`config.mk`:
```
export PLATFORM = sky130hd
export DESIGN_NAME = simd_fp_exception_unit
export DESIGN_NICKNAME = d
export VERILOG_FILES = /design/src/hdl/simd_fp_exc_pkg.sv /design/src/hdl/fp_lane_check.sv /design/src/hdl/fp_irq_sticky.sv /design/src/hdl/simd_fp_exception_unit.sv
export SDC_FILE = /design/constraint.sdc
export NUM_CORES = 1
export LEC_CHECK = 0
export ABC_AREA = 1
export BUFFER_PORTS_ARGS = -buffer_cell sky130_fd_sc_hd__buf_2
export CAP_MARGIN = 0
export CORE_MARGIN = 2
export CORE_UTILIZATION = 50
export CTS_BUF_LIST = sky130_fd_sc_hd__clkbuf_8
export DETAILED_ROUTE_END_ITERATION = 12
export PLACE_DENSITY_LB_ADDON = 0.08
export SYNTH_ARGS = -nofsm -noshare
export SYNTH_HDL_FRONTEND = slang
export SYNTH_HIERARCHICAL = 1
export SYNTH_SLANG_ARGS = --single-unit
```
`constraint.sdc`:
```
create_clock -name mclk_i -period 6.5 [get_ports mclk_i]
set_clock_uncertainty 0.05 [all_clocks]
set_input_delay 0.65 -clock mclk_i [delete_from_list [all_inputs] [get_ports mclk_i]]
set_output_delay 0.65 -clock mclk_i [all_outputs]
set_load 0.01 [all_outputs]
```
`src/hdl/simd_fp_exc_pkg.sv`:
```
// Shared constants and carrier types of the SIMD floating-point exception unit.
package simd_fp_exc_pkg;

  // Register offsets on the plain register port (byte addresses).
  localparam logic [3:0] OFS_CONTROL_STATUS = 4'h0;
  localparam logic [3:0] OFS_IRQ_STATUS = 4'h4;
  localparam logic [3:0] OFS_IRQ_MASK = 4'h8;
  localparam logic [3:0] OFS_UNIT_STATE = 4'hc;

  // Condition order inside the six-bit flag and mask groups.
  localparam int COND_INVALID = 0;
  localparam int COND_DENORMAL = 1;
  localparam int COND_DIV_ZERO = 2;
  localparam int COND_OVERFLOW = 3;
  localparam int COND_UNDERFLOW = 4;
  localparam int COND_INEXACT = 5;
  localparam int NUM_COND = 6;

  // Field positions of the control/status register.
  localparam int CSR_FLAG_LSB = 0;
  localparam int CSR_DAZ_BIT = 6;
  localparam int CSR_MASK_LSB = 7;
  localparam int CSR_ROUND_LSB = 13;
  localparam int CSR_FTZ_BIT = 15;
  localparam int CSR_USED_BITS = 16;

  // Reset value: all six masks set, all flags clear.
  localparam logic [31:0] CSR_RESET = 32'h0000_1f80;

  // Bits of the pre-computation and post-computation groups in a six-bit vector.
  localparam logic [5:0] PRE_GROUP = 6'h07;
  localparam logic [5:0] POST_GROUP = 6'h38;

  // Interrupt event positions.
  localparam int EV_PRE_FAULT = 0;
  localparam int EV_POST_FAULT = 1;
  localparam int EV_MASKED_SET = 2;
  localparam int NUM_EV = 3;

  // Operation classes presented by the datapath with each issue.
  typedef enum logic [2:0] {
    OPC_ARITH,
    OPC_DIVIDE,
    OPC_NARROW,
    OPC_CONVERT_INT,
    OPC_RECIP_APPROX,
    OPC_OTHER
  } op_class_t;

  // Fault kinds delivered to the instruction sequencer.
  typedef enum logic {
    FAULT_SIMD_FP,
    FAULT_INVALID_OPCODE
  } fault_kind_t;

  // Per-lane operand classification, valid with the issue strobe.
  typedef struct packed {
    logic den_a;
    logic den_b;
    logic sign_a;
    logic sign_b;
    logic dividend_finite_nz;
    logic divisor_zero;
    logic invalid;
  } lane_pre_t;

  // Per-lane rounded result classification, valid with the result strobe.
  typedef struct packed {
    logic overflow;
    logic tiny;
    logic inexact;
    logic sign;
  } lane_post_t;

  // Per-lane substitution orders back to the datapath.
  typedef struct packed {
    logic zero_a;
    logic sign_a;
    logic zero_b;
    logic sign_b;
    logic zero_res;
    logic sign_res;
  } lane_fix_t;

endpackage : simd_fp_exc_pkg

```
`src/hdl/fp_lane_check.sv`:
```
// Condition classifier for one lane of a packed or scalar operation.
`timescale 1ns/1ns
module fp_lane_check
  import simd_fp_exc_pkg::*;
(
  input wire op_class_t op_i,
  input wire lane_pre_t pre_i,
  input wire lane_post_t post_i,
  input wire logic daz_i,
  input wire logic underflow_mask_i,
  output logic [NUM_COND-1:0] cond_o
);

  // Operation groups that decide which conditions can arise at all.
  wire is_quiet = (op_i == OPC_RECIP_APPROX);
  wire is_cvt_int = (op_i == OPC_CONVERT_INT);
  wire is_div = (op_i == OPC_DIVIDE);
  wire rounds_range = (op_i == OPC_ARITH) || is_div || (op_i == OPC_NARROW);

  // Denormal sources replaced under denormals-as-zero are never consumed, so no flag.
  wire den_seen = (pre_pick(pre_i.den_a, pre_i.den_b)) && !daz_i;

  // Underflow is reported for tiny alone only while it is unmasked.
  wire unf_seen = post_i.tiny && (!underflow_mask_i || post_i.inexact);

  function automatic logic pre_pick(input logic a, input logic b);
    pre_pick = a | b;
  endfunction : pre_pick

  // Condition vector; the approximate reciprocal class raises nothing.
  assign cond_o[COND_INVALID] = pre_i.invalid && !is_quiet;
  assign cond_o[COND_DENORMAL] = den_seen && !is_cvt_int && !is_quiet; // RULE_01 RULE_02 RULE_03 RULE_05
  assign cond_o[COND_DIV_ZERO] = is_div && pre_i.dividend_finite_nz && pre_i.divisor_zero; // RULE_06
  assign cond_o[COND_OVERFLOW] = rounds_range && post_i.overflow; // RULE_07
  assign cond_o[COND_UNDERFLOW] = rounds_range && unf_seen; // RULE_08 RULE_13
  assign cond_o[COND_INEXACT] = post_i.inexact && !is_quiet; // RULE_10

endmodule : fp_lane_check

```
`src/hdl/fp_irq_sticky.sv`:
```
// Sticky interrupt status with mask and one level interrupt output.
`timescale 1ns/1ns
module fp_irq_sticky
  import simd_fp_exc_pkg::*;
(
  input wire logic mclk_i,
  input wire logic arst_n_i,
  input wire logic ce_i,
  input wire logic [NUM_EV-1:0] event_i,
  input wire logic status_rd_i,
  input wire logic mask_wr_i,
  input wire logic [NUM_EV-1:0] mask_wdata_i,
  output logic [NUM_EV-1:0] status_o,
  output logic [NUM_EV-1:0] mask_o,
  output logic irq_o
);

  logic [NUM_EV-1:0] status_q;
  logic [NUM_EV-1:0] mask_q;
  logic [NUM_EV-1:0] status_d;

  // A read clears the status, but an event in the same cycle survives it.
  assign status_d = (status_rd_i ? '0 : status_q) | event_i;

  // Status and mask hold while the clock enable is low.
  always_ff @(posedge mclk_i or negedge arst_n_i)
  begin
    if (!arst_n_i)
    begin
      status_q <= '0;
      mask_q <= '0;
    end
    else if (ce_i)
    begin
      status_q <= status_d;
      if (mask_wr_i)
      begin
        mask_q <= mask_wdata_i;
      end
    end
  end

  assign status_o = status_q;
  assign mask_o = mask_q;
  assign irq_o = |(status_q & mask_q);

endmodule : fp_irq_sticky

```
`src/hdl/simd_fp_exception_unit.sv`:
```
// Exception detection, flag recording and fault sequencing for SIMD floating-point operations.
//
// Function
// RULE_01: A consumed denormal source sets flag bit 1; mask bit 8 suppresses the fault.
// RULE_02: Integer/float conversions, truncating ones too, never raise the denormal condition.
// RULE_03: Approximate reciprocal and reciprocal square root raise no condition at all.
// RULE_04: With bit 6 set, denormal sources become zeros keeping their sign.
// RULE_05: Denormal detection ignores the flush-to-zero setting.
// RULE_06: Divide of finite non-zero by zero raises flag 2, mask 9.
// RULE_07: Range-rounding operations raise overflow, flag 3, mask 10, above largest finite.
// RULE_08: Underflow flag 4, mask 11; when masked only tiny and inexact counts.
// RULE_09: With bit 15 and underflow masked, tiny results become signed zeros.
// RULE_10: Inexact raises whenever a result is not exact, mask bit 12.
// RULE_11: The inexact flag sits at bit 5; flags fill bits 0 to 5.
// RULE_12: Pre-computation conditions are checked before post-computation conditions.
// RULE_13: Masked conditions set flags; tiny without inexact leaves underflow clear.
// RULE_14: Conditions are found per lane and ORed into the sticky flags.
// RULE_15: Unmasked pre conditions set flags, hold operands, dispatch; else go compute.
// RULE_16: Dispatch raises the SIMD fault if OS support is set, else invalid opcode.
// RULE_17: After pre-fault return, check post; unmasked post gives a second fault.
// RULE_18: Mixed masked and unmasked set all flags; results written after last return.
// RULE_19: Reset sets mask bits 7 to 12 and clears flag bits 0 to 5.
`timescale 1ns/1ns
module simd_fp_exception_unit
  import simd_fp_exc_pkg::*;
#(
  parameter int NUM_LANES = 4
)
(
  input wire logic mclk_i,
  input wire logic arst_n_i,
  input wire logic ce_i,
  // Register port.
  input wire logic [3:0] reg_addr_i,
  input wire logic [31:0] reg_wdata_i,
  input wire logic reg_wr_i,
  input wire logic reg_rd_i,
  output logic [31:0] reg_rdata_o,
  // Operating-system support bit of control register four.
  input wire logic os_simd_fault_support_i,
  // Issue of one instruction with its operand classification.
  input wire logic issue_i,
  input wire op_class_t issue_op_i,
  input wire logic [NUM_LANES-1:0] lane_en_i,
  input wire lane_pre_t [NUM_LANES-1:0] lane_pre_i,
  output logic issue_ready_o,
  // Computation permission and rounded results.
  output logic compute_go_o,
  input wire logic result_valid_i,
  input wire lane_post_t [NUM_LANES-1:0] lane_post_i,
  // Substitution orders, operand hold, commit and fault dispatch.
  output lane_fix_t [NUM_LANES-1:0] lane_fix_o,
  output logic hold_operands_o,
  output logic commit_o,
  output logic fault_o,
  output fault_kind_t fault_kind_o,
  output logic fault_post_o,
  input wire logic handler_return_i,
  output logic irq_o
);

  // Lane count must fit the packed carriers and stay meaningful.
  if (NUM_LANES < 1 || NUM_LANES > 16)
  begin : g_lane_check
    $error("NUM_LANES must lie between 1 and 16.");
  end

  typedef enum logic [1:0] {
    ST_IDLE,
    ST_PRE_FAULT,
    ST_COMPUTE,
    ST_POST_FAULT
  } seq_state_t;

  seq_state_t state_q;
  seq_state_t state_d;
  logic [31:0] csr_q;
  logic [31:0] csr_d;
  op_class_t op_q;
  logic [NUM_LANES-1:0] lane_en_q;
  logic daz_q;
  lane_fix_t [NUM_LANES-1:0] fix_q;
  lane_fix_t [NUM_LANES-1:0] fix_d;
  logic commit_q;
  logic fault_q;
  fault_kind_t fault_kind_q;
  logic fault_post_q;
  logic [31:0] rdata_q;

  // Field views of the control/status register.
  wire [NUM_COND-1:0] csr_flags = csr_q[CSR_FLAG_LSB +: NUM_COND];
  wire [NUM_COND-1:0] csr_masks = csr_q[CSR_MASK_LSB +: NUM_COND];
  wire csr_daz = csr_q[CSR_DAZ_BIT];
  wire csr_ftz = csr_q[CSR_FTZ_BIT];

  // Per-lane classification feeding the OR across lanes.
  logic [NUM_COND-1:0] lane_cond [NUM_LANES];
  logic [NUM_COND-1:0] or_cond [NUM_LANES+1];
  op_class_t eval_op;
  logic eval_daz;

  // The pre check classifies the issuing operation; later checks use the latched one.
  assign eval_op = (state_q == ST_IDLE) ? issue_op_i : op_q;
  assign eval_daz = (state_q == ST_IDLE) ? csr_daz : daz_q;
  assign or_cond[0] = '0;

  genvar gl;
  generate
    for (gl = 0; gl < NUM_LANES; gl++)
    begin : g_lane
      wire lane_on = (state_q == ST_IDLE) ? lane_en_i[gl] : lane_en_q[gl];

      fp_lane_check u_check (
        .op_i(eval_op),
        .pre_i(lane_pre_i[gl]),
        .post_i(lane_post_i[gl]),
        .daz_i(eval_daz),
        .underflow_mask_i(csr_masks[COND_UNDERFLOW]),
        .cond_o(lane_cond[gl])
      );

      // Disabled lanes of a scalar operation contribute nothing.
      assign or_cond[gl+1] = or_cond[gl] | (lane_on ? lane_cond[gl] : '0); // RULE_14

      // Substitution orders: signed zero for denormal sources and flushed tiny results.
      always_comb
      begin
        fix_d[gl] = fix_q[gl];
        if (state_q == ST_IDLE && issue_i)
        begin
          fix_d[gl] = '0;
          fix_d[gl].zero_a = csr_daz && lane_pre_i[gl].den_a; // RULE_04
          fix_d[gl].sign_a = lane_pre_i[gl].sign_a;
          fix_d[gl].zero_b = csr_daz && lane_pre_i[gl].den_b; // RULE_04
          fix_d[gl].sign_b = lane_pre_i[gl].sign_b;
        end
        else if (state_q == ST_COMPUTE && result_valid_i)
        begin
          fix_d[gl].zero_res = csr_ftz && csr_masks[COND_UNDERFLOW] && lane_post_i[gl].tiny; // RULE_09
          fix_d[gl].sign_res = lane_post_i[gl].sign;
        end
      end
    end
  endgenerate

  // Conditions of each phase and their unmasked part.
  wire [NUM_COND-1:0] pre_cond = or_cond[NUM_LANES] & PRE_GROUP;
  wire [NUM_COND-1:0] post_cond = or_cond[NUM_LANES] & POST_GROUP;
  wire pre_unmasked = |(pre_cond & ~csr_masks);
  wire post_unmasked = |(post_cond & ~csr_masks);

  // Strobes of the two checks; the post check only runs after the pre phase is over.
  wire issue_take = ce_i && issue_i && (state_q == ST_IDLE);
  wire result_take = ce_i && result_valid_i && (state_q == ST_COMPUTE); // RULE_12
  wire pre_return = ce_i && handler_return_i && (state_q == ST_PRE_FAULT);
  wire post_return = ce_i && handler_return_i && (state_q == ST_POST_FAULT);

  // Flags that hardware sets this cycle, masked and unmasked alike.
  wire [NUM_COND-1:0] hw_set = (issue_take ? pre_cond : '0)
                             | (result_take ? post_cond : '0); // RULE_13 RULE_18
  wire masked_set = |(hw_set & csr_masks);
  wire raise_fault = (issue_take && pre_unmasked) || (result_take && post_unmasked);

  // Sequencer: pre check, optional fault, compute, post check, optional fault, commit.
  always_comb
  begin
    state_d = state_q;
    unique case (state_q)
      ST_IDLE:
      begin
        if (issue_i)
        begin
          state_d = pre_unmasked ? ST_PRE_FAULT : ST_COMPUTE; // RULE_15
        end
      end
      ST_PRE_FAULT:
      begin
        if (handler_return_i)
        begin
          state_d = ST_COMPUTE; // RULE_17
        end
      end
      ST_COMPUTE:
      begin
        if (result_valid_i)
        begin
          state_d = post_unmasked ? ST_POST_FAULT : ST_IDLE; // RULE_17
        end
      end
      ST_POST_FAULT:
      begin
        if (handler_return_i)
        begin
          state_d = ST_IDLE; // RULE_18
        end
      end
    endcase
  end

  // Register decode.
  wire wr_csr = ce_i && reg_wr_i && (reg_addr_i == OFS_CONTROL_STATUS);
  wire wr_irq_mask = ce_i && reg_wr_i && (reg_addr_i == OFS_IRQ_MASK);
  wire rd_irq_status = ce_i && reg_rd_i && (reg_addr_i == OFS_IRQ_STATUS);
  wire [31:0] csr_wvalue = {16'h0000, reg_wdata_i[CSR_USED_BITS-1:0]};

  // Software writes first; hardware-set flags are ORed after, so a set wins.
  assign csr_d = (wr_csr ? csr_wvalue : csr_q)
               | {26'h0000000, hw_set}; // RULE_11 RULE_13

  // Interrupt events.
  logic [NUM_EV-1:0] irq_event;
  logic [NUM_EV-1:0] irq_status;
  logic [NUM_EV-1:0] irq_mask;

  assign irq_event[EV_PRE_FAULT] = issue_take && pre_unmasked;
  assign irq_event[EV_POST_FAULT] = result_take && post_unmasked;
  assign irq_event[EV_MASKED_SET] = masked_set;

  fp_irq_sticky u_irq (
    .mclk_i(mclk_i),
    .arst_n_i(arst_n_i),
    .ce_i(ce_i),
    .event_i(irq_event),
    .status_rd_i(rd_irq_status),
    .mask_wr_i(wr_irq_mask),
    .mask_wdata_i(reg_wdata_i[NUM_EV-1:0]),
    .status_o(irq_status),
    .mask_o(irq_mask),
    .irq_o(irq_o)
  );

  // Read data selection; unmapped offsets read zero.
  logic [31:0] rd_mux;
  always_comb
  begin
    rd_mux = 32'h0000_0000;
    unique case (reg_addr_i)
      OFS_CONTROL_STATUS: rd_mux = csr_q;
      OFS_IRQ_STATUS: rd_mux = {29'h00000000, irq_status};
      OFS_IRQ_MASK: rd_mux = {29'h00000000, irq_mask};
      OFS_UNIT_STATE: rd_mux = {30'h00000000, state_q};
      default: rd_mux = 32'h0000_0000;
    endcase
  end

  // Control/status register and sequencer state.
  always_ff @(posedge mclk_i or negedge arst_n_i)
  begin
    if (!arst_n_i)
    begin
      csr_q <= CSR_RESET; // RULE_19
      state_q <= ST_IDLE;
    end
    else if (ce_i)
    begin
      csr_q <= csr_d;
      state_q <= state_d;
    end
  end

  // Instruction context latched at issue so the later phases see the same operation.
  always_ff @(posedge mclk_i or negedge arst_n_i)
  begin
    if (!arst_n_i)
    begin
      op_q <= OPC_OTHER;
      lane_en_q <= '0;
      daz_q <= 1'b0;
      fix_q <= '0;
    end
    else if (ce_i)
    begin
      fix_q <= fix_d;
      if (issue_take)
      begin
        op_q <= issue_op_i;
        lane_en_q <= lane_en_i;
        daz_q <= csr_daz;
      end
    end
  end

  // Fault dispatch picks its kind from the OS support bit at the moment of raising.
  always_ff @(posedge mclk_i or negedge arst_n_i)
  begin
    if (!arst_n_i)
    begin
      fault_q <= 1'b0;
      fault_kind_q <= FAULT_SIMD_FP;
      fault_post_q <= 1'b0;
      commit_q <= 1'b0;
    end
    else if (ce_i)
    begin
      fault_q <= raise_fault;
      commit_q <= (result_take && !post_unmasked) || post_return; // RULE_18
      if (raise_fault)
      begin
        fault_kind_q <= os_simd_fault_support_i ? FAULT_SIMD_FP : FAULT_INVALID_OPCODE; // RULE_16
        fault_post_q <= result_take;
      end
    end
  end

  // Read data stands for exactly the cycle after the read strobe.
  always_ff @(posedge mclk_i or negedge arst_n_i)
  begin
    if (!arst_n_i)
    begin
      rdata_q <= 32'h0000_0000;
    end
    else if (ce_i)
    begin
      rdata_q <= reg_rd_i ? rd_mux : 32'h0000_0000;
    end
  end

  // Operands stay untouched while a handler runs for either phase.
  assign hold_operands_o = (state_q == ST_PRE_FAULT) || (state_q == ST_POST_FAULT); // RULE_15 RULE_17
  assign compute_go_o = (state_q == ST_COMPUTE); // RULE_12
  assign issue_ready_o = (state_q == ST_IDLE);
  assign lane_fix_o = fix_q;
  assign commit_o = commit_q;
  assign fault_o = fault_q;
  assign fault_kind_o = fault_kind_q;
  assign fault_post_o = fault_post_q;
  assign reg_rdata_o = rdata_q;

  // The pre-fault return is consumed by the state change alone.
  wire unused_ok = pre_return;

endmodule : simd_fp_exception_unit

```
Word level (Yosys, flattened, before mapping). Cells that the tools add are included.

Eq/ne operators: 14. Mux-type cells: 32. Bitwise gates (word level): 15. Reduce and logical (&&, ||, !) cells: 97.

Operators by type and width (number): 32-bit case mux with 4 select lines (1); 1-bit logical AND (69); 32-bit two-way mux (2); 32-bit by 6-bit bitwise OR with 32-bit output (1); 6-bit two-way mux (5); 2-bit two-way mux (14); 6-bit bitwise OR (3); 6-bit OR reduction (3); 6-bit AND (2); 2-bit AND reduction (5); 1-bit logical OR (9); 3-bit two-way mux (3); 4-bit == test (second input constant) (2); 2-bit case mux with 4 select lines (1); 3-bit by 6-bit AND with 6-bit output (1); 3-bit by 2-bit == test with 1-bit output (second input constant) (2); 1-bit two-way mux (6); 2-bit != test (second input constant) (3); 6-bit NOT (1); 3-bit by 6-bit bitwise OR with 6-bit output (1); 1-bit logical NOT (5); 5-bit AND reduction (1); 2-bit == test (second input constant) (2); 4-bit by 3-bit == test with 1-bit output (second input constant) (1); other kinds (12) (15).

Register bits: 108. Output and inout port bits: 64. Logic and storage cells: 194.

Depth between registers and ports, before layout. Gate-level depths: netlist (run 1).

Depth in word-level cells: 15. Mapped depth: 19. Mapped depth without buffers: 18.

By module. Netlist (run 1), hierarchy kept.

By module, submodules not included: simd_fp_exception_unit (instances 1, cells each 416, area each 3510.9 um^2); fp_lane_check (instances 4, cells each 26, area each 106.4 um^2); fp_irq_sticky (instances 1, cells each 31, area each 271.5 um^2).

Worst setup path after synthesis (run 1). Ideal clock, no wire load.

Path type: reg2reg. Start: register state_q[0]. End: register u_irq.status_q[2], in the netlist u_irq/status_o[2]. Setup time: 0.065 ns. Data arrival time: 2.591 ns. Slack: 3.794 ns. Stages on the path, launching flop included: 19. Cells stage by stage: dfrtp_1 inv_2 nand2_2 buf_6 o21ai_0 nor2_1 nand2_2 inv_2 nor2_1 nand3_1 nand2_1 nor2_1 nor2_1 inv_1 o21ai_1 nor2_1 nand2_1 nand2_1 nand2_1.

RTL lines: from (decl) (line simd_fp_exception_unit.sv:75) `seq_state_t state_q;`; from (signal assigned) (line simd_fp_exception_unit.sv:257) `state_q <= state_d;`; to (signal assigned) (line fp_irq_sticky.sv:35) `status_q <= status_d;`; to (decl) (line fp_irq_sticky.sv:18) `logic [NUM_EV-1:0] status_q;`.

==> summary.md, run 1 <==
| Metric | Value |
|---|---|
| Sequential element share of the synthesized area | 45.4% |
| Final WL | 10000 um |
| Synthesized area per cell | 7.64 um2 |
| Combinational Power Share | 43.1% |
| Num CTS Buffers | 9 |
| RSZ-0062 raised after global routing | false |
| Bufs and invs on worst path | 2 |
| ANT nets after route | 0 |
| Post-CTS Resized | 0 |
| Clock Power Share | 19.2% |
| Setup_tns | 0 ns |
| Wire per inst | 12.9 um |
| Asr flop ratio synth | 100% |
| First-pass GRT wire length | 16600 um |
| PortBufs | 127 |
| Pint | 1130 uW |
| Syn Inst Count | 551 |
| WS Path Type | flip-flop to flip-flop |
| Full die area | 9170 um2 |
| Fin area | 5030 um2 |
| Fin crit share | 48.2% |
| Met2 wire len | 4730 um |
| CP top delay family | simple AND/OR/NAND/NOR gates |
| Slowest-stage cell, CP | o21ai_0 |
| Maximum vdd drop | 0.219 mV |
| Slew Limit Headroom | 25.1% |
| Largest net degree at the start of global routing | 77 |
| Mapped Area | 4210 um2 |
| WP data arrival | 3.32 ns |
| Via count | 3875 |
| Post-DP HPWL | 7630 um |
| Grt ovf | 0 |
| Clock root cell | clkbuf_8 |
| Area leader, netlist | dfrtp_1 |
| Ports | 160 |
| Bufs on Longest Clock Path | 2 |
| Leak Pwr | 0.00296 uW |
| Post-synth top area share | 40.4% |
| Row cnt | 33 |
| Vias per cell | 4.96 |
| Die Ht | 95.7 um |
| Post-CTS Setup Inserts | 0 |
| Max-slew violation count | 0 |
| Core box area | 8180 um2 |
| Hold Vio Cnt, Final | 0 |
| Synth warn | 6 |
| Antenna violations before repair | 0 |
| Switch share | 42.2% |
| Metal-1 WL | 4570 um |
| Total track usage | 23.3% |
| Yosys reg bits | 76 |
| Die Wd | 95.7 um |
| Initial DRC count | 157 |
| Placed Area | 4830 um2 |
| Worst Setup End Kind | flip-flop |
| Period minus WS final | 3.13 ns |
| Dominant synthesized flop cell | dfrtp_1 |
| DRC violation count after routing | 0 |
| Non-filler instance count after layout | 782 |
| Final core occ | 61.6% |
| H-tree levels | 3 |
| EDFF count, synth | 0 |
| Count of hold-fix buffers inserted at cts | 0 |
| Worst-Margin Slew | 1.11 ns |
| Max cap viols | 0 |
| Worst path max stage delay | 0.93 ns |
| Nets | 768 |
| Vias in the first global route | 3646 |
| Clock Latency Late Sink | 0.35 ns |
| Share of post-route cells with drive strength above 1 | 28.7% |
| Startpoint types | flip-flop |
| Synth unique cells | 35 |
| Psw | 822 uW |
| TritonCTS clock tree | built |
| 1st-pass router iterations | 4 |
| Worst EP required | 6.69 ns |
| Most frequent CP cell | nand2_1 |
| Final Hold Slack | 0.382 ns |
| Crit-path cells | inv_2 -> nand2_2 -> o21ai_0 -> inv_1 -> nand2_1 -> nor2_1 -> nand3_1 -> nand4_1 -> and2_1 -> nand2_1 -> o21ai_1 -> nor2_1 -> nand2_1 -> nand2_1 -> nand2_1 |
| Placed cell count | 766 |
| Initial Util | 51.5% |
| Sequential Power Share | 37.6% |
| Met3 WL | 646 um |
| CTS clock-pin slew for the worst setup and hold paths | 0.09 ns |
| Status | finished, final reports clean |
| # setup viols final | 0 |
| Max Clk Rate | 0.319 GHz |
| Top cells by area, synth | dfrtp_1, nand2_1, nand3_1, inv_1, dfstp_2 |
| Area grow syn2layout | 19.7% |
| Hold crit path type | input pin to async pin |
| Uppermost layer routed | met4 |
| GPL Wtd Cong | 0.867 |
| Power Density | 387 nW/um2 |
| Crit Path Max Fanout | 12 |
| Clock Sinks | 76 |
| # diodes | 0 |
[final timing paths]
path,start,to,slack [ns],cells past startpoint
setup / recovery,state_q[0],u_irq/status_o[2],3.37,15
hold / removal,arst_n_i,reg_rdata_o[13],0.38,1
setup reg to reg,state_q[0],u_irq/status_o[2],3.37,15
hold reg to reg,reg_rdata_o[1],reg_rdata_o[1],0.42,1
max in group asynchronous,arst_n_i,lane_fix_o[12],5.41,1
min in group mclk_i,reg_rdata_o[1],reg_rdata_o[1],0.42,1
[cells by family after synthesis]
logic type	after synthesis	synth area share [%]
buffers and inverters	112	12.3
and+or+nand+nor	293	30.9
other	1	0.0891
muxes	4	1.01
DFF	76	45.4
AOI/OAI and AO/OA	65	10.3
[cells in the mapped netlist (2+ instances only)]
library cell / number
nand2_2: 9
mux2_2: 2
buf_4: 18
nor3_1: 5
a32o_1: 13
o21ai_1: 2
mux2i_1: 2
nand3_1: 54
nor2_2: 4
nor2_1: 50
dfrtp_1: 68
nand4_1: 5
inv_2: 9
nand2_4: 5
nand2_1: 155
a21o_1: 2
dfstp_2: 8
clkbuf_1: 8
o21ai_2: 5
buf_6: 3
inv_1: 68
nand3_2: 2
o21ai_0: 24
a21oi_1: 14
buf_2: 6
[per-stage QoR]
stage / setup WS, ns / power, uW
5_1_grt: 3.07 / 2120
6_report: 3.37 / 1950
3_5_place_dp: 3.45 / 1580
3_3_place_gp: 3.51 / 1560
2_1_floorplan: 3.79 / 1330
4_1_cts: 3.41 / 1960
[state kept, by name, indices dropped and copies added, names as in the netlist]
signal / flops
fault_kind_o: 1
u_irq/mask_o: 3
lane_fix_o: 24
op_q: 3
u_irq/status_o: 3
commit_o: 1
state_q: 2
lane_en_q: 4
csr_q: 16
daz_q: 1
fault_o: 1
fault_post_o: 1
reg_rdata_o: 16
[cell type report]
class	count	area (um2)
clock buffers	10	138
inverters	77	289
fillers	804	3140
flip-flops and latches	76	1910
well taps	105	131
multi-input cells	378	1830
repair buffers	130	661
clock inverters	6	70.1
[routing by layer]
metal / track usage (%) / vias to the layer above
li1: - / 1964
met1: 31.3 / 1783
met2: 38.3 / 120
met3: 5.32 / 8
met4: 6.07 / 0
met5: 0 / -
[placed cells by master, fill, tap and decap left out, types with 9 or more instances in the layout]
cell type and count:
nand3_1 54, buf_2 126, conb_1 16, a21oi_1 14, clkbuf_8 10, o21ai_0 24, nand2_1 155, nor2_1 50
inv_1 68, inv_2 9, dfrtp_1 68, nand2_2 9, a32o_1 13
[power groups by stage]
| stage | combinational [uW] | clock (uW) | sequential [uW] |
|---|---|---|---|
| 2_1_floorplan | 560 | 0 | 767 |
| 3_3_place_gp | 823 | 0 | 737 |
| 3_5_place_dp | 842 | 0 | 742 |
| 4_1_cts | 843 | 383 | 735 |
| 5_1_grt | 962 | 405 | 754 |
| 6_report | 841 | 375 | 733 |
(Power assumes the default switching activity.)
==> run 2: changes to the inputs <==
--- a/config.mk
+++ b/config.mk
@@ -9,7 +9,7 @@
 export BUFFER_PORTS_ARGS = -buffer_cell sky130_fd_sc_hd__buf_2
 export CAP_MARGIN = 0
 export CORE_MARGIN = 2
-export CORE_UTILIZATION = 50
+export CORE_UTILIZATION = 46
 export CTS_BUF_LIST = sky130_fd_sc_hd__clkbuf_8
 export DETAILED_ROUTE_END_ITERATION = 12
 export PLACE_DENSITY_LB_ADDON = 0.08
==> constraint.sdc (replaced) <==
create_clock -name mclk_i -period 2.8 [get_ports mclk_i]
set_clock_uncertainty 0.05 [all_clocks]
set_input_delay 0.28 -clock mclk_i [delete_from_list [all_inputs] [get_ports mclk_i]]
set_output_delay 0.28 -clock mclk_i [all_outputs]
set_load 0.01 [all_outputs]
==> summary.md, run 2 (synthesis gave the netlist of run 1 again) <==
| Metric | Value |
|---|---|
| Vias in the first global route | 3789 (was 3646) |
| Vias per cell | 4.87 (was 4.96) |
| Startpoint types | flip-flop (unchanged) |
| CP top delay family | simple AND/OR/NAND/NOR gates (unchanged) |
| Fin crit share | 83.3% (was 48.2%) |
| RSZ-0062 raised after global routing | false (unchanged) |
| Antenna violations before repair | 0 (unchanged) |
| Most frequent CP cell | nand2_1 (unchanged) |
| Final WL | 10700 um (was 10000 um) |
| DRC violation count after routing | 0 (unchanged) |
| Wire per inst | 13.5 um (was 12.9 um) |
| # diodes | 0 (unchanged) |
| Worst flop-to-flop path endpoint | u_irq/status_o[2] (unchanged) |
| Slowest-stage cell, CP | dfrtp_1 (was o21ai_0) |
| Max-slew violation count | 0 (unchanged) |
| ANT nets after route | 0 (unchanged) |
| Depth of the most critical reg-to-reg path | 12 (was 15) |
| R2R Setup Slk | 0.47 ns (was 3.37 ns) |
| H-tree levels | 3 (unchanged) |
| Number of flip-flops in the largest register | 24 (unchanged) |
| # setup viols final | 0 (unchanged) |
| Post-CTS Setup Inserts | 0 (unchanged) |
| Most frequent cells in the layout | nand2_1, buf_2, inv_1, dfrtp_1, nand3_1 (unchanged) |
| Slew Limit Headroom | 35.5% (was 25.1%) |
| Ports | 160 (unchanged) |
| Crit-path cells | inv_2 -> nand2_2 -> buf_4 -> nor2_1 -> nand2_2 -> inv_1 -> nand2_1 -> nor2_1 -> nor2_1 -> nand2_1 -> nand2_1 -> nand2_1 (was inv_2 -> nand2_2 -> o21ai_0 -> inv_1 -> nand2_1 -> nor2_1 -> nand3_1 -> nand4_1 -> and2_1 -> nand2_1 -> o21ai_1 -> nor2_1 -> nand2_1 -> nand2_1 -> nand2_1) |
| Die Ht | 99.6 um (was 95.7 um) |
| Initial Util | 47.8% (was 51.5%) |
| Total track usage | 22.6% (was 23.3%) |
| Count of hold-fix buffers inserted at cts | 0 (unchanged) |
| Hold crit path type | input pin to async pin (unchanged) |
| Clock Sinks | 76 (unchanged) |
| TritonCTS clock tree | built (unchanged) |
| Bufs on Longest Clock Path | 2 (unchanged) |
| Worst EP required | 3.03 ns (was 6.69 ns) |
| Leak Pwr | 0.00298 uW (was 0.00296 uW) |
| Via count | 3854 (was 3875) |
| Initial DRC count | 122 (was 157) |
| Power Density | 901 nW/um2 (was 387 nW/um2) |
| Final core occ | 57.7% (was 61.6%) |
| Worst Setup End Kind | flip-flop (unchanged) |
| Hold Vio Cnt, Final | 0 (unchanged) |
| Post-DP HPWL | 8130 um (was 7630 um) |
| Largest net degree at the start of global routing | 77 (unchanged) |
| Period minus WS final | 2.33 ns (was 3.13 ns) |
| First-pass GRT wire length | 17900 um (was 16600 um) |
| Post-CTS Resized | 0 (unchanged) |
| Nets | 774 (was 768) |
| Share of post-route cells with drive strength above 1 | 29.3% (was 28.7%) |
| Worst path max stage delay | 0.46 ns (was 0.93 ns) |
| Full die area | 9930 um2 (was 9170 um2) |
| Clock root cell | clkbuf_8 (unchanged) |
| Maximum vdd drop | 0.433 mV (was 0.219 mV) |
| Area grow syn2layout | 20.8% (was 19.7%) |
| WP data arrival | 2.57 ns (was 3.32 ns) |
| Reg2reg start | state_q[0] (unchanged) |
| PortBufs | 127 (unchanged) |
| Row cnt | 34 (was 33) |
| Die Wd | 99.6 um (was 95.7 um) |
| Bufs and invs on worst path | 3 (was 2) |
| WS Path Type | flip-flop to flip-flop (unchanged) |
| Clock Latency Late Sink | 0.35 ns (about the same) |
| Max cap viols | 0 (unchanged) |
| Most common cell after layout, fill and taps aside | nand2_1 (unchanged) |
| Num CTS Buffers | 9 (unchanged) |
| CTS clock-pin slew for the worst setup and hold paths | 0.09 ns (about the same) |
| Grt ovf | 0 (unchanged) |
| Core box area | 8810 um2 (was 8180 um2) |
| Setup_tns | 0 ns (unchanged) |
| Crit Path Max Fanout | 21 (was 12) |
| Worst-Margin Slew | 0.967 ns (was 1.11 ns) |
| Max Clk Rate | 0.429 GHz (was 0.319 GHz) |
| Status | finished, final reports clean (unchanged) |
| GPL Wtd Cong | 0.887 (was 0.867) |
| 1st-pass router iterations | 5 (was 4) |
-- run 2: cell types whose count changed in the layout (fill, tap and decap cells not counted) --
cell   before  now
buf_4       4   10
-- run 2: layout make-up --
cell class	instances	area (um2)
Tap cell	108	135
Timing Repair Buffer	136	706
Inverter	77	289
Clock buffer	10	138
Fill cell	877	3720
Sequential cell	76	1910
Clock inverter	6	70.1
Multi-Input combinational cell	378	1830
-- run 2: how the worst max path moves through the flow --
stage                              endpoint  startpoint  cells after the start
after detailed placement  u_irq/status_o[2]  state_q[0]                     12
after CTS                 u_irq/status_o[2]  state_q[0]                     12
final                     u_irq/status_o[2]  state_q[0]                     12
after global placement    u_irq/status_o[2]  state_q[0]                     16
after floorplan           u_irq/status_o[2]  state_q[0]                     18
after global routing      u_irq/status_o[2]  state_q[0]                     16
-- run 2: layer usage --
metal / wire length, um / vias to the layer above / global-route usage, %
li1: - / 1976 / -
met1: 4940 / 1735 / 30.5
met2: 5010 / 128 / 37.0
met3: 606 / 15 / 4.78
met4: 144 / 0 / 6.32
met5: 0 / - / 0
-- run 2: power by group --
group	leakage [uW]	internal, uW	switching [uW]
sequential	0.000945	1480	220
combinational	0.00194	721	1280
clock	0.0000955	442	437
total	0.00298	2640	1940
-- run 2: metrics by stage --
step / power [uW] / hold WS, ns / setup slack, ns / std cells / cell area (um2)
final: 4580 / 0.000817 / 0.467 / 791 / 5080
after global routing: 4980 / 0.0697 / 0.165 / 791 / 5080
after CTS: 4630 / 0.0495 / 0.475 / 791 / 5080
after detailed placement: 3730 / 0.414 / 0.505 / 775 / 4880
after global placement: 3700 / 0.409 / 0.525 / 775 / 4880
after floorplan: 3080 / -0.0656 / 0.0938 / 566 / 4260
